$ cat src/logic/ulpi_ctrl_pkg.sv
// Offsets, field positions, reset values and timing of the control bank
package ulpi_ctrl_pkg;

  typedef logic [5:0] addr_t;  // Register address
  typedef logic [7:0] byte_t;  // Register data

  // Access kinds decoded from the address
  typedef enum logic [1:0] {OP_NONE, OP_WRITE, OP_SET, OP_CLEAR} op_t;

  // Transceiver function register
  localparam addr_t FUNC_WR  = 6'h04;
  localparam addr_t FUNC_SET = 6'h05;
  localparam addr_t FUNC_CLR = 6'h06;
  // Interface mode register
  localparam addr_t IFC_WR   = 6'h07;
  localparam addr_t IFC_SET  = 6'h08;
  localparam addr_t IFC_CLR  = 6'h09;
  // On-the-go line register
  localparam addr_t OTG_WR   = 6'h0a;
  localparam addr_t OTG_SET  = 6'h0b;
  localparam addr_t OTG_CLR  = 6'h0c;

  // Reset values and the function register's writable mask
  localparam byte_t FUNC_RST  = 8'h41;
  localparam byte_t FUNC_MASK = 8'h7f;
  localparam byte_t IFC_RST   = 8'h00;
  localparam byte_t OTG_RST   = 8'h06;

  // Transceiver function fields
  localparam int SPD_LO  = 0;
  localparam int TERM    = 2;
  localparam int ENC_LO  = 3;
  localparam int XRST    = 5;
  localparam int SUSP    = 6;
  // Interface mode fields
  localparam int SER6    = 0;
  localparam int SER3    = 1;
  localparam int CARKIT  = 2;
  localparam int CLKON   = 3;
  localparam int ARES    = 4;
  localparam int VINV    = 5;
  localparam int VBYP    = 6;
  localparam int STPDIS  = 7;
  // On-the-go line fields
  localparam int IDPU    = 0;
  localparam int DPPD    = 1;
  localparam int DMPD    = 2;
  localparam int DISCH   = 3;
  localparam int CHRG    = 4;
  localparam int DRV     = 5;
  localparam int DRVALT  = 6;
  localparam int EXTSEL  = 7;

  // Speed and encoding codes
  localparam logic [1:0] SPD_HS   = 2'h0;
  localparam logic [1:0] SPD_FS   = 2'h1;
  localparam logic [1:0] SPD_LS   = 2'h2;
  localparam logic [1:0] SPD_PRE  = 2'h3;
  localparam logic [1:0] ENC_NORM = 2'h0;
  localparam logic [1:0] ENC_NDRV = 2'h1;
  localparam logic [1:0] ENC_RAW  = 2'h2;

  // Transceiver reset hold time
  localparam int CLK_MHZ     = 10;
  localparam int XRST_NS     = 1000;
  localparam int XRST_CYCLES = (XRST_NS * CLK_MHZ + 999) / 1000;

endpackage

$ cat src/logic/xcvr_rst_if.sv
// Request and completion of a transceiver reset
`timescale 1ns/10ps
`default_nettype none
interface xcvr_rst_if;
  logic start;  // One-cycle request
  logic busy;   // Reset in progress
  logic done;   // One-cycle completion
  modport ctrl (output start, input busy, input done);
  modport seq  (input start, output busy, output done);
endinterface
`default_nettype wire

$ cat src/logic/xcvr_reset_seq.sv
// Timed transceiver reset pulse generator
`timescale 1ns/10ps
`default_nettype none
module xcvr_reset_seq #(
  parameter int CYCLES = ulpi_ctrl_pkg::XRST_CYCLES
) (
  input  wire logic   sys_clk,
  input  wire logic   rst_b,
  xcvr_rst_if.seq     link,
  output logic        xcvr_reset_out
);
  import ulpi_ctrl_pkg::*;

  localparam int MAX_WAIT = CYCLES + 1;  // Start to done, in cycles

  // Refuse lengths the counter cannot hold
  if (CYCLES < 1 || CYCLES > 255) begin : g_bad_cycles
    $error("xcvr_reset_seq: CYCLES out of range");
  end

  typedef enum logic {ST_IDLE, ST_HOLD} seq_state_t;

  seq_state_t state_q;    // Sequencer state
  logic [7:0] count_q;    // Cycles left in hold
  logic       done_q;     // Completion pulse

  // RQ8 - hold reset, then finish
  always_ff @(posedge sys_clk) begin
    if (!rst_b) begin
      state_q <= ST_IDLE;
      count_q <= 8'h00;
      done_q  <= 1'b0;
    end else begin
      done_q <= 1'b0;
      case (state_q)
        ST_IDLE: begin
          // Start a fresh hold
          if (link.start) begin
            state_q <= ST_HOLD;
            count_q <= 8'(CYCLES - 1);
          end
        end
        ST_HOLD: begin
          // Count down, then report
          if (count_q == 8'h00) begin
            state_q <= ST_IDLE;
            done_q  <= 1'b1;
          end else begin
            count_q <= count_q - 8'h01;
          end
        end
        default: state_q <= ST_IDLE;
      endcase
    end
  end

  assign link.busy      = (state_q == ST_HOLD);
  assign link.done      = done_q;
  assign xcvr_reset_out = (state_q == ST_HOLD);
endmodule
`default_nettype wire

$ cat src/logic/ulpi_phy_control_registers.sv
// Transceiver, interface mode and on-the-go control registers
//
// Operation
// RQ1 - Function register: read three, write/set/clear.
// RQ2 - Interface register: write/set/clear, read any.
// RQ3 - On-the-go register: write/set/clear, read any.
// RQ4 - Speed 00 HS, 01 FS, 10 LS.
// RQ5 - Speed 11: FS with automatic preamble.
// RQ6 - Termination bit steers line termination.
// RQ7 - Encoding: normal, non-driving, raw; 11 reserved.
// RQ8 - Reset bit resets transceiver, self-clears; not cleared if a function register write lands in the done cycle.
// RQ9 - Suspend low enters low power; self-sets.
// RQ10 - Six-pin serial mode, cleared on exit; not cleared if an interface register write lands in the same cycle.
// RQ11 - Three-pin serial mode, cleared on exit; not cleared if an interface register write lands in the same cycle.
// RQ12 - Car-kit mode, cleared on exit; not cleared if an interface register write lands in the same cycle.
// RQ13 - Keep clock running in serial modes.
// RQ14 - Host-only automatic resume signalling.
// RQ15 - Invert external indicator input.
// RQ16 - Bypass ANDing comparator with indicator.
// RQ17 - Disconnect stop-line guard pull-up.
// RQ18 - Identification pin pull-up enable.
// RQ19 - Data-line pull-downs, both reset on.
// RQ20 - VBUS discharge and charge resistors.
// RQ21 - Charge pump on if either drive bit.
// RQ22 - Select external indicator as VBUS-valid.
// RQ23 - Reserved function bit reads zero.
`timescale 1ns/10ps
`default_nettype none
module ulpi_phy_control_registers (
  input  wire logic                 sys_clk,
  input  wire logic                 rst_b,
  // Register access port
  input  wire logic                 reg_wr,
  input  wire logic                 reg_rd,
  input  wire ulpi_ctrl_pkg::addr_t reg_addr,
  input  wire ulpi_ctrl_pkg::byte_t reg_wdata,
  output ulpi_ctrl_pkg::byte_t      reg_rdata,
  output logic                      reg_rvalid,
  // Events from the rest of the device
  input  wire logic                 low_power_exit,
  input  wire logic                 serial_mode_exit,
  input  wire logic                 car_kit_mode_exit,
  input  wire logic                 host_mode,
  input  wire logic                 vbus_comparator_valid,
  input  wire logic                 external_vbus_input,
  // Transceiver controls
  output logic                      hs_xcvr_enable,
  output logic                      fs_xcvr_enable,
  output logic                      ls_xcvr_enable,
  output logic                      fs_preamble_enable,
  output logic                      termination_select,
  output logic [1:0]                encoding_mode_select,
  output logic                      non_driving,
  output logic                      raw_encoding,
  output logic                      xcvr_reset_out,
  output logic                      low_power_request,
  // Pin mode controls
  output logic                      six_pin_serial_enable,
  output logic                      three_pin_serial_enable,
  output logic                      car_kit_uart_enable,
  output logic                      clock_output_pin_enable,
  output logic                      automatic_resume_active,
  output logic                      stop_guard_pullup_enable,
  // Line and supply controls
  output logic                      id_pin_pullup_enable,
  output logic                      dplus_pulldown_enable,
  output logic                      dminus_pulldown_enable,
  output logic                      vbus_discharge_enable,
  output logic                      vbus_charge_enable,
  output logic                      charge_pump_enable_pin,
  output logic                      vbus_valid
);
  import ulpi_ctrl_pkg::*;

  byte_t func_q, func_d;  // Transceiver function
  byte_t ifc_q, ifc_d;    // Interface mode
  byte_t otg_q, otg_d;    // On-the-go line
  op_t   func_op;         // Access to function
  op_t   ifc_op;          // Access to interface
  op_t   otg_op;          // Access to on-the-go
  logic  ext_meta_q;      // Indicator sync stage 1
  logic  ext_sync_q;      // Indicator sync stage 2

  xcvr_rst_if rif ();     // Link to reset timer

  // Kind of access aimed at one register
  function automatic op_t decode(input addr_t a, input addr_t wr_a,
                                 input addr_t set_a, input addr_t clr_a);
    op_t r;
    r = OP_NONE;
    if (a == wr_a) begin
      r = OP_WRITE;
    end else if (a == set_a) begin
      r = OP_SET;
    end else if (a == clr_a) begin
      r = OP_CLEAR;
    end
    return r;
  endfunction

  // New contents after write, set or clear
  function automatic byte_t apply(input byte_t cur, input byte_t d,
                                  input op_t op);
    byte_t r;
    r = cur;
    case (op)
      OP_WRITE: r = d;
      OP_SET:   r = cur | d;
      OP_CLEAR: r = cur & ~d;
      default:  r = cur;
    endcase
    return r;
  endfunction

  // Address decode, qualified by the write strobe
  always_comb begin
    func_op = OP_NONE;
    ifc_op  = OP_NONE;
    otg_op  = OP_NONE;
    if (reg_wr) begin
      func_op = decode(reg_addr, FUNC_WR, FUNC_SET, FUNC_CLR);
      ifc_op  = decode(reg_addr, IFC_WR, IFC_SET, IFC_CLR);
      otg_op  = decode(reg_addr, OTG_WR, OTG_SET, OTG_CLR);
    end
  end

  // Function next value
  always_comb begin
    // RQ1 - write, set, clear
    // RQ23 - reserved bit masked
    func_d = apply(func_q, reg_wdata, func_op) & FUNC_MASK;
    // RQ8 - self-clear when done
    if (rif.done && func_op == OP_NONE) begin
      func_d[XRST] = 1'b0;
    end
    // RQ9 - wake sets suspend bit
    if (low_power_exit) begin
      func_d[SUSP] = 1'b1;
    end
  end

  // Interface next value
  always_comb begin
    // RQ2 - write, set, clear
    ifc_d = apply(ifc_q, reg_wdata, ifc_op);
    if (ifc_op == OP_NONE) begin
      // RQ10 - six-pin exit
      // RQ11 - three-pin exit
      if (serial_mode_exit) begin
        ifc_d[SER6] = 1'b0;
        ifc_d[SER3] = 1'b0;
      end
      // RQ12 - car-kit exit
      if (car_kit_mode_exit) begin
        ifc_d[CARKIT] = 1'b0;
      end
    end
  end

  // On-the-go next value
  always_comb begin
    // RQ3 - write, set, clear
    otg_d = apply(otg_q, reg_wdata, otg_op);
  end

  // RQ8 - rising reset bit starts timer
  // A hold already running is never restarted
  assign rif.start = func_d[XRST] & ~func_q[XRST] & ~rif.busy;

  // Register state
  always_ff @(posedge sys_clk) begin
    if (!rst_b) begin
      func_q <= FUNC_RST;
      ifc_q  <= IFC_RST;
      otg_q  <= OTG_RST;
    end else begin
      func_q <= func_d;
      ifc_q  <= ifc_d;
      otg_q  <= otg_d;
    end
  end

  // Read port, one cycle after the strobe
  always_ff @(posedge sys_clk) begin
    if (!rst_b) begin
      reg_rdata  <= 8'h00;
      reg_rvalid <= 1'b0;
    end else begin
      reg_rvalid <= reg_rd;
      if (reg_rd) begin
        // RQ1 - any of three addresses
        if (reg_addr >= FUNC_WR && reg_addr <= FUNC_CLR) begin
          reg_rdata <= func_q;
        // RQ2 - any of three addresses
        end else if (reg_addr >= IFC_WR && reg_addr <= IFC_CLR) begin
          reg_rdata <= ifc_q;
        // RQ3 - any of three addresses
        end else if (reg_addr >= OTG_WR && reg_addr <= OTG_CLR) begin
          reg_rdata <= otg_q;
        end else begin
          // Unmapped reads as zero
          reg_rdata <= 8'h00;
        end
      end
    end
  end

  // Indicator pin synchroniser
  always_ff @(posedge sys_clk) begin
    if (!rst_b) begin
      ext_meta_q <= 1'b0;
      ext_sync_q <= 1'b0;
    end else begin
      ext_meta_q <= external_vbus_input;
      ext_sync_q <= ext_meta_q;
    end
  end

  // Transceiver control outputs
  always_ff @(posedge sys_clk) begin
    if (!rst_b) begin
      hs_xcvr_enable       <= 1'b0;
      fs_xcvr_enable       <= 1'b1;
      ls_xcvr_enable       <= 1'b0;
      fs_preamble_enable   <= 1'b0;
      termination_select   <= 1'b0;
      encoding_mode_select <= ENC_NORM;
      non_driving          <= 1'b0;
      raw_encoding         <= 1'b0;
      low_power_request    <= 1'b0;
    end else begin
      // RQ4 - speed decode
      hs_xcvr_enable <= func_q[SPD_LO+:2] == SPD_HS;
      ls_xcvr_enable <= func_q[SPD_LO+:2] == SPD_LS;
      // RQ5 - FS carries LS with preamble
      fs_xcvr_enable <= func_q[SPD_LO+:2] == SPD_FS ||
                        func_q[SPD_LO+:2] == SPD_PRE;
      fs_preamble_enable <= func_q[SPD_LO+:2] == SPD_PRE;
      // RQ6 - termination control
      termination_select <= func_q[TERM];
      // RQ7 - encoding decode, 11 acts normal
      encoding_mode_select <= func_q[ENC_LO+:2];
      non_driving  <= func_q[ENC_LO+:2] == ENC_NDRV;
      raw_encoding <= func_q[ENC_LO+:2] == ENC_RAW;
      // RQ9 - low power while suspend low
      low_power_request <= ~func_q[SUSP];
    end
  end

  // Pin mode and line outputs
  always_ff @(posedge sys_clk) begin
    if (!rst_b) begin
      six_pin_serial_enable    <= 1'b0;
      three_pin_serial_enable  <= 1'b0;
      car_kit_uart_enable      <= 1'b0;
      clock_output_pin_enable  <= 1'b1;
      automatic_resume_active  <= 1'b0;
      stop_guard_pullup_enable <= 1'b1;
      id_pin_pullup_enable     <= 1'b0;
      dplus_pulldown_enable    <= 1'b1;
      dminus_pulldown_enable   <= 1'b1;
      vbus_discharge_enable    <= 1'b0;
      vbus_charge_enable       <= 1'b0;
      charge_pump_enable_pin   <= 1'b0;
      vbus_valid               <= 1'b0;
    end else begin
      // RQ10 - six-pin serial pins
      six_pin_serial_enable   <= ifc_q[SER6];
      // RQ11 - three-pin serial pins
      three_pin_serial_enable <= ifc_q[SER3];
      // RQ12 - car-kit pins
      car_kit_uart_enable     <= ifc_q[CARKIT];
      // RQ13 - clock stops in alt modes unless kept
      clock_output_pin_enable <= ifc_q[CLKON] |
        ~(ifc_q[SER6] | ifc_q[SER3] | ifc_q[CARKIT]);
      // RQ14 - host mode only
      automatic_resume_active <= ifc_q[ARES] & host_mode;
      // RQ17 - guard pull-up
      stop_guard_pullup_enable <= ~ifc_q[STPDIS];
      // RQ18 - identification pull-up
      id_pin_pullup_enable   <= otg_q[IDPU];
      // RQ19 - data-line pull-downs
      dplus_pulldown_enable  <= otg_q[DPPD];
      dminus_pulldown_enable <= otg_q[DMPD];
      // RQ20 - VBUS resistors
      vbus_discharge_enable  <= otg_q[DISCH];
      vbus_charge_enable     <= otg_q[CHRG];
      // RQ21 - either drive bit
      charge_pump_enable_pin <= otg_q[DRV] | otg_q[DRVALT];
      // RQ22 - source select
      // RQ15 - invert indicator
      // RQ16 - bypass the AND
      if (otg_q[EXTSEL]) begin
        vbus_valid <= ifc_q[VBYP] ? (ext_sync_q ^ ifc_q[VINV]) :
          ((ext_sync_q ^ ifc_q[VINV]) & vbus_comparator_valid);
      end else begin
        vbus_valid <= vbus_comparator_valid;
      end
    end
  end

  // Transceiver reset timer
  xcvr_reset_seq u_seq (
    .sys_clk        (sys_clk),
    .rst_b          (rst_b),
    .link           (rif),
    .xcvr_reset_out (xcvr_reset_out)
  );
endmodule
`default_nettype wire

$ cat config.mk
export PLATFORM = sky130hd
export DESIGN_NAME = ulpi_phy_control_registers
export DESIGN_NICKNAME = d
export VERILOG_FILES = /design/src/logic/ulpi_ctrl_pkg.sv /design/src/logic/xcvr_rst_if.sv /design/src/logic/xcvr_reset_seq.sv /design/src/logic/ulpi_phy_control_registers.sv
export SDC_FILE = /design/constraint.sdc
export NUM_CORES = 1
export LEC_CHECK = 0
export BUFFER_PORTS_ARGS = -buffer_cell sky130_fd_sc_hd__buf_2
export CAP_MARGIN = 10
export CORE_ASPECT_RATIO = 0.9
export CORE_MARGIN = 3
export CORE_UTILIZATION = 54
export CTS_BUF_LIST = sky130_fd_sc_hd__clkbuf_16
export DETAILED_ROUTE_END_ITERATION = 8
export PLACE_DENSITY = 0.83
export SYNTH_ARGS = -nofsm -noshare
export SYNTH_HDL_FRONTEND = slang
export SYNTH_HIERARCHICAL = 1
export SYNTH_SLANG_ARGS = --single-unit
$ cat constraint.sdc
create_clock -name sys_clk -period 2.6 [get_ports sys_clk]
set_clock_uncertainty 0.15 [all_clocks]
set_input_delay 0.39 -clock sys_clk [delete_from_list [all_inputs] [get_ports sys_clk]]
set_output_delay 0.39 -clock sys_clk [all_outputs]
set_load 0.005 [all_outputs]
Word level (Yosys, flattened, before mapping)
Index checks and enable logic that the tools add are counted.

Add/subtract/negate cells: 1. $lt $le $gt $ge: 6. Equality and inequality tests: 25. Multiplexer cells: 31. Bitwise operators: 22. Reductions and logical operators: 15.

Operators by type and width (count): $pmux 8 s3 (2); $mux 8 (5); $eq 6x4->1 const B (5); $mux 2 (13); $eq 6x3->1 const B (4); $pmux 7 s3 (1); $eq 2x2->1 const B (9); $and 8x8->8 (2); $or 8x8->8 (2); $pmux 8 s2 (1); $ge 6x3->1 const B (2); $le 6x4->1 const B (2); $eq 2x1->1 const B (5); $reduce_bool 3->1 (3); $logic_not 8->1 (1); $not 8->8 (1); $sub 8x1->8 const B (1); $and 7x7->7 (1); $mux 1 (7); $or 7x7->7 (1); $ge 6x4->1 const B (1); $le 6x3->1 const B (1); $logic_not 2->1 (3); $not 1->1 (6); other kinds (10) (21).

Register bits after elaboration: 67. Bits of input ports: 24. Output and inout bits: 33. Logic and storage cells: 135.

Longest topological paths before layout
Gate-level depths: netlist (run 1).

Depth after elaboration: 12. Mapped depth: 7. Depth with buffers taken out: 6.

Hierarchy
Netlist (run 1), hierarchy kept.

By module, submodules not included: ulpi_phy_control_registers (instances 1, cells an instance 256, area an instance 2270.9 um2, sequential area each 1141.1 um2); xcvr_reset_seq (instances 1, cells an instance 62, area an instance 575.6 um2, sequential area each 200.2 um2).

Worst setup path after synthesis (run 1)
OpenSTA, ideal clock, no wires.

Kind: input to register. Start point: in reg_addr[5]. End point: reg u_seq.count_q[0]. Library setup time: 0.086 ns. Arrival: 2.077 ns. Required time: 2.364 ns. Path slack: 0.287 ns. Stages: 7. Buffers on the path: 1. Cells stage by stage: or3b_1 > buf_2 > or4_4 > nor3_1 > nor2_1 > a31o_2 > a211oi_1.

Longest elaborated chain between the ends: 12. Elaborated cells on any way between the ends: 18. Classes of those cells: 7 x eq/ne; 6 x mux; 2 x bitwise; 3 x reduce/logical.

RTL lines: start, declared (line ulpi_phy_control_registers.sv:35) `input wire ulpi_ctrl_pkg::addr_t reg_addr,`; $eq 6x3->1 (line ulpi_phy_control_registers.sv:95) `end else if (a == clr_a) begin`; $mux 2 (line ulpi_phy_control_registers.sv:95); $mux 2 (line ulpi_phy_control_registers.sv:93) `end else if (a == set_a) begin`; $mux 2 * (line ulpi_phy_control_registers.sv:91) `if (a == wr_a) begin`; $mux 2 * (line ulpi_phy_control_registers.sv:120) `if (reg_wr) begin`; $eq 2x2->1, or another cell as far along (line ulpi_phy_control_registers.sv:106) `case (op)`; $pmux 7 s3 or $logic_and 1x1->1 (tied branches) (line ulpi_phy_control_registers.sv:106, ulpi_phy_control_registers.sv:133); $mux 1 * (line ulpi_phy_control_registers.sv:133) `if (rif.done && func_op == OP_NONE) begin`; $and 1x1->1 * (2 in series) (line ulpi_phy_control_registers.sv:168) `assign rif.start = func_d[XRST] & ~func_q[XRST] & ~rif.busy;`; net rif.start (line xcvr_rst_if.sv:5) `logic start;`; $ne 2x2->1 (no line) *; $reduce_and 2->1 (no line) *; end signal, assigned (line xcvr_reset_seq.sv:40) `count_q <= 8'(CYCLES - 1);`; end signal, assigned (line xcvr_reset_seq.sv:49) `count_q <= count_q - 8'h01;`; end, declared (line xcvr_reset_seq.sv:24) `logic [7:0] count_q;`.

Mark *: on every way through the listed nets, which the timed path passes. The rest lies on a longest branch. A chain may end at the register's enable or synchronous reset.

Worst setup path in the final report (run 1)
Ends and elaborated chain as after synthesis.

==> impl_metrics.ini, run 1 <==
[outcome]
outcome = finished clean

[drt]
drt_iter0_markers = 137
drc = 0
wl_um = 7280
vias = 2641
wl_per_cell_um = 16.4
firstDrtPassIters = 5
detail-route-antenna-nets = 0
routed_via_density = 5.95

[grt]
grt.total_usage = 0.247
grt_max_degree = 36
antenna_found_initial = 0
first_global_vias = 2394
grt-ovfl-total = 0
grt_pass1_wl_um = 11500

[power]
p_per_area_nw_per_um2 = 728
ir_worst_vdd_v = 0.000520
total_power_mw = 2.56
p_leak_nw = 1.44

[die]
die_height_um = 74.9
core-area_um2 = 4950
die_width_um = 82.5
design.portCount = 57
rows = 24
dieArea_um2 = 6180
initial_utilization = 0.574

[setup_path]
cp.arrival_ns = 2.24
path_buf_inv = 1
cp.required_ns = 2.69
cp-end-kind = flip-flop
path_delay_family = simple AND/OR/NAND/NOR gates
critPathMaxFanout = 5
rrSetupSlack_ns = 0.71
reg2regPathDepth = 5
endpoint = u_seq/count_q[0]$_SDFFE_PN0P_
worstSetupPathType = in -> reg
cp-startpoint = reg_addr[5]
crit_path_start_kind = input pin
slowest_stage = or4_4
crit_path_cell_trace = buf_2 -> or3b_1 -> or4_4 -> nor3_1 -> nor2_1 -> a31o_2 -> a211oi_1
rr_endpoint = u_seq/count_q[2]$_SDFFE_PN0P_
r2r_start = u_seq/count_q[0]$_SDFFE_PN0P_
cp_num_cells = 7
max_stage_delay_ns = 0.50

[synth]
synthesis.nets = 343
synth-edff-count = 0
synth-xor-area-share = 0.00308
synthAdderAreaFrac = 0.00440
synth_top_family_by_area = compound AO/OA/AOI/OAI gates
synthDistinctLibCells = 58
ys_ff_latch = 67
synth-async-reset-ratio = 0
ys_warn_count = 6
synth-simple-area-share = 0.232
syn_avg_cell_area_um2 = 8.95
synth_compound_area_frac = 0.234
syn-instance-count = 318
ys_dominant_reg_cell = dfxtp_1
yosysSeqAreaShare = 0.471
netlist_area_um2 = 2850
synthMuxAreaShare = 0.00703

[placed_design]
io_buffers = 56
hpwl_um = 4930
gp_congestion = 0.865

[cts]
cts_buffers = 9
cts_root_buffer = clkbuf_16
ctsResizeCount = 0
cts.path.max_buffers = 2
cts_tree = built
htree_levels = 3
cts.clk_slew.worst_paths_ns = 0.05
cts.sinks = 67
cts_hold_buf = 0
cts_setup_buffers = 0
insertion_delay_ns = 0.33

[min_path]
hp-class = in -> reg

[timing]
max_freq_ghz = 0.466
period_minus_slack_ns = 2.15
rsz0062_at_grt = no
worst_slew_margin_rel = 0.552
tightest_slew_ns = 0.670
setup_viol = 0
finalHoldViolations = 0
whs_ns = 0.121
timing.final.max_slew_violations = 0
fin_tns_setup_ns = 0
fin_crit_sh = 0.826

[final_layout]
synthToLayoutAreaGrowth_pct = 23.6
final_nets = 399
layout-drive-gt1-share = 0.240
antenna_cells = 0
layout_commonest_cell = dfxtp_1
mostFrequentLayoutCells = dfxtp_1 (67), buf_2 (56), nand2_1 (44)
n_fill_cell = 400

[run]
cap_viol_max_count = 0
power breakdown:
part | switching, mW | leakage (nW) | internal (mW) | total, mW
clock network | 0.443 | 0.163 | 0.934 | 1.38
logic | 0.0869 | 0.731 | 0.0507 | 0.138
registers | 0.00639 | 0.543 | 1.04 | 1.05
worst min-delay path by stage:
stage | startpoint | end | slack [ns] | cells after the start
2_1_floorplan | ifc_q[7]$_SDFFE_PN0P_ | stop_guard_pullup_enable$_SDFF_PN1_ | 0.22 | 1
3_3_place_gp | ifc_q[7]$_SDFFE_PN0P_ | stop_guard_pullup_enable$_SDFF_PN1_ | 0.25 | 1
3_5_place_dp | ifc_q[7]$_SDFFE_PN0P_ | stop_guard_pullup_enable$_SDFF_PN1_ | 0.24 | 1
4_1_cts | external_vbus_input | ext_meta_q$_SDFF_PN0_ | 0.12 | 2
5_1_grt | external_vbus_input | ext_meta_q$_SDFF_PN0_ | 0.14 | 2
6_report | external_vbus_input | ext_meta_q$_SDFF_PN0_ | 0.12 | 2
cell type report:
| type | instances | area (µm²) | area share |
|---|---|---|---|
| Multi-Input combinational cell | 217 | 1370 | 0.388 |
| Sequential cell | 67 | 1340 | 0.381 |
| Timing Repair Buffer | 62 | 325 | 0.0925 |
| Clock buffer | 9 | 225 | 0.0640 |
| Clock inverter | 7 | 115 | 0.0327 |
| Tap cell | 65 | 81.3 | 0.0231 |
| Inverter | 17 | 63.8 | 0.0181 |
state kept, by name, indices dropped and copies added (netlist names), 2 cells and up:
name                  count
encoding_mode_select      2
func_q                    7
ifc_q                     8
otg_q                     8
reg_rdata                 8
u_seq/count_q             8
synthesized netlist by cell type (6+ instances only):
| cell type | n | share of area |
|---|---|---|
| clkbuf_1 | 12 | 0.016 |
| o21ai_0 | 24 | 0.042 |
| nor3_1 | 6 | 0.011 |
| dfxtp_1 | 67 | 0.47 |
| nor2b_1 | 7 | 0.015 |
| a21oi_1 | 17 | 0.030 |
| inv_1 | 17 | 0.022 |
| and2_1 | 7 | 0.015 |
| a41oi_1 | 7 | 0.022 |
| nand2_1 | 44 | 0.058 |
| o22ai_1 | 7 | 0.015 |
| nor2_1 | 14 | 0.018 |
stage by stage:
stage	std cells	util	cell area (µm²)	setup WS, ns
3_3_place_gp	428	0.641	3180	0.189
2_1_floorplan	318	-	2850	0.287
3_5_place_dp	428	0.641	3180	0.126
4_1_cts	444	0.710	3520	0.454
5_1_grt	444	0.710	3520	0.344
6_report	444	0.710	3520	0.453
cells by family (layout without fill, tap and decap cells):
| kind of cell | count (synthesis) | after routing |
|---|---|---|
| DFF | 67 | 67 |
| muxes | 2 | 2 |
| buffers and inverters | 34 | 95 |
| xor gates and xnor gates | 1 | 1 |
| and+or+nand+nor | 119 | 119 |
| AOI/OAI and AO/OA | 94 | 94 |
| adders and majority gates | 1 | 1 |
metal layers:
metal | vias to the layer above | global-route usage | wire length [µm]
met3 | 13 | 0.0825 | 564
met4 | 0 | 0.0889 | 155
met1 | 1233 | 0.297 | 3020
li1 | 1273 | - | -
met2 | 122 | 0.415 | 3540
met5 | - | 0 | 0
Note: power is estimated with default switching activity, not from simulation.
==> run 2: changes to the inputs <==
--- a/config.mk
+++ b/config.mk
@@ -5,11 +5,12 @@
 export SDC_FILE = /design/constraint.sdc
 export NUM_CORES = 1
 export LEC_CHECK = 0
+export ABC_AREA = 1
 export BUFFER_PORTS_ARGS = -buffer_cell sky130_fd_sc_hd__buf_2
 export CAP_MARGIN = 10
 export CORE_ASPECT_RATIO = 0.9
 export CORE_MARGIN = 3
-export CORE_UTILIZATION = 54
+export CORE_UTILIZATION = 55
 export CTS_BUF_LIST = sky130_fd_sc_hd__clkbuf_16
 export DETAILED_ROUTE_END_ITERATION = 8
 export PLACE_DENSITY = 0.83
==> constraint.sdc (replaced) <==
create_clock -name sys_clk -period 2.16 [get_ports sys_clk]
set_clock_uncertainty 0.15 [all_clocks]
set_input_delay 0.324 -clock sys_clk [delete_from_list [all_inputs] [get_ports sys_clk]]
set_output_delay 0.324 -clock sys_clk [all_outputs]
set_load 0.005 [all_outputs]
==> run 2 against run 1 <==
Compared with the run above:
- sequential share of layout area down 3.1 points
- routed wire length rose by 10%
- first-iteration DRC count is 80% higher
- register-to-register slack lost 0.25 ns
- non-clock buffer count increased by 1
- via count grew 20%
- cell area is 8.7% higher
- critical path depth up 8
- synthesized cell count grew 43%
- clock power is essentially flat
==> impl_metrics.ini, run 2 <==
[outcome]
outcome = finished clean

[final_layout]
final_nets = 541
synthToLayoutAreaGrowth_pct = 19.8
multi_input_area_um2 = 1510
layout_commonest_cell = nand2_1
seqCellArea_um2 = 1340
antenna_cells = 0
final_util = 0.703
layout-drive-gt1-share = 0.211
n_fill_cell = 484
mostFrequentLayoutCells = nand2_1 (118), dfxtp_1 (67), inv_1 (66)

[timing]
max_freq_ghz = 0.563
period_minus_slack_ns = 1.77
setup_viol = 0
fin_tns_setup_ns = 0
worst_slew_margin_rel = 0.605
tightest_slew_ns = 0.588
whs_ns = 0.0309
timing.final.max_slew_violations = 0
finalHoldViolations = 0
fin_crit_sh = 0.822
rsz0062_at_grt = no

[synth]
ys_dominant_reg_cell = dfxtp_1
yosysMostFrequentCell = nand2_1
syn_avg_cell_area_um2 = 7.02
syn-instance-count = 455
ys_warn_count = 6
yosysSeqAreaShare = 0.420
synth-async-reset-ratio = 0
netlist_area_um2 = 3190
synthesis.nets = 480
yosys.area.top_type = dfxtp_1
netlist_top_cells_count = nand2_1 (118), dfxtp_1 (67), inv_1 (65), nor2_1 (42), nand3_1 (36)
yosys-top-cells-area = dfxtp_1 (42%), nand2_1 (14%), inv_1 (7.6%)
yosysTopAreaCellShare = 0.420
synthDistinctLibCells = 35
synth-edff-count = 0
ys_ff_latch = 67

[cts]
cts_tree = built
cts.path.max_buffers = 2
htree_levels = 3
ctsResizeCount = 0
cts_setup_buffers = 0
cts_hold_buf = 0
cts.clk_slew.worst_paths_ns = 0.05
insertion_delay_ns = 0.32
cts_buffers = 9
cts_root_buffer = clkbuf_16
cts.sinks = 67

[setup_path]
path_buf_inv = 5
cp-end-kind = flip-flop
worstSetupPathType = in -> reg
critPathMaxFanout = 5
max_stage_delay_ns = 0.16
crit_path_start_kind = input pin
crit_path_cell_trace = buf_2 -> inv_2 -> nor2_1 -> nand2_2 -> inv_1 -> nand3_1 -> inv_1 -> o211ai_1 -> nand2_1 -> nor2_1 -> nand2_1 -> inv_1 -> nor2_4 -> nand2_1 -> a21oi_1
cp.arrival_ns = 1.88
path_delay_family = simple AND/OR/NAND/NOR gates
cp.required_ns = 2.26
slowest_stage = nand3_1
cp_num_cells = 15
reg2regPathDepth = 8

[die]
design.portCount = 57
die_width_um = 86.3
rows = 25
die_height_um = 78.3
dieArea_um2 = 6760
initial_utilization = 0.587
core-area_um2 = 5440

[grt]
first_global_vias = 2925
grt.total_usage = 0.254
grt-ovfl-total = 0
grt_pass1_wl_um = 13500
grt_max_degree = 19
antenna_found_initial = 0

[power]
ir_worst_vdd_v = 0.000660
p_per_area_nw_per_um2 = 765
p_leak_nw = 2.03

[min_path]
hold_depth = 3
hp-class = in -> reg

[drt]
drt_iter0_markers = 247
wl_per_cell_um = 13.6
wl_met3_um = 675
dr.max_layer_used = met4
wl_um = 8010
firstDrtPassIters = 5
wl_met2_um = 3840
vias = 3164
detail-route-antenna-nets = 0
drc = 0
routed_via_density = 5.38
drt-met1-wl_um = 3400

[placed_design]
io_buffers = 56
hpwl_um = 5850
gp_congestion = 0.936

[run]
cap_viol_max_count = 0
run 2: final cells by class:
type,count,area share
clock buffers,9,0.0589
repair buffers,63,0.0870
clock inverters,7,0.0177
well taps,67,0.0219
multi-input cells,304,0.394
inverters,71,0.0697
flip-flops and latches,67,0.351
run 2: stage by stage:
step / total power [mW] / area (µm²) / cells / setup slack [ns]
floorplan: 1.45 / 3190 / 455 / 0.320
finish: 2.93 / 3830 / 588 / 0.385
global placement: 1.53 / 3530 / 572 / 0.193
global route: 3.03 / 3830 / 588 / 0.155
detailed placement: 1.54 / 3530 / 572 / 0.0557
CTS: 2.94 / 3830 / 588 / 0.384
run 2: worst paths after layout:
check	startpoint	end	slack, ns
worst max-delay path	reg_addr[2]	u_seq/count_q[5]$_SDFFE_PN0P_	0.39
worst min register to register	ext_meta_q$_SDFF_PN0_	ext_sync_q$_SDFF_PN0_	0.27
worst max register to register	u_seq/count_q[0]$_SDFFE_PN0P_	u_seq/count_q[7]$_SDFFE_PN0P_	0.46
worst min-delay path	external_vbus_input	ext_meta_q$_SDFF_PN0_	0.03
run 2: worst reg2reg max path, cell delays in order, from the launching register on:
cell and delay [ns]:
dfxtp_1 0.34, inv_1 0.08, ha_1 0.30, nand3_2 0.16, nor2_2 0.06, nor2_2 0.17, nand2_1 0.11, o21ai_0 0.16
nor2_1 0.06
run 2: kinds of logic after synthesis:
| group | synth area share |
|---|---|
| compound gates | 0.0944 |
| xor+xnor | 0.00274 |
| fa+ha+maj | 0.00392 |
| buf+inv | 0.107 |
| flops | 0.420 |
| simple gates | 0.371 |
run 2: power by group:
part	internal, mW	switching (mW)	leakage (nW)	total (mW)
Sequential	1.26	0.0142	0.543	1.28
Combinational	0.0825	0.160	1.34	0.242
Clock	0.887	0.523	0.143	1.41
Total	2.23	0.698	2.03	2.93
run 2: layer usage:
| metal | vias up | GRT usage |
|---|---|---|
| li1 | 1567 | - |
| met1 | 1441 | 0.320 |
| met2 | 144 | 0.431 |
| met3 | 12 | 0.0567 |
| met4 | 0 | 0.0763 |
| met5 | - | 0 |
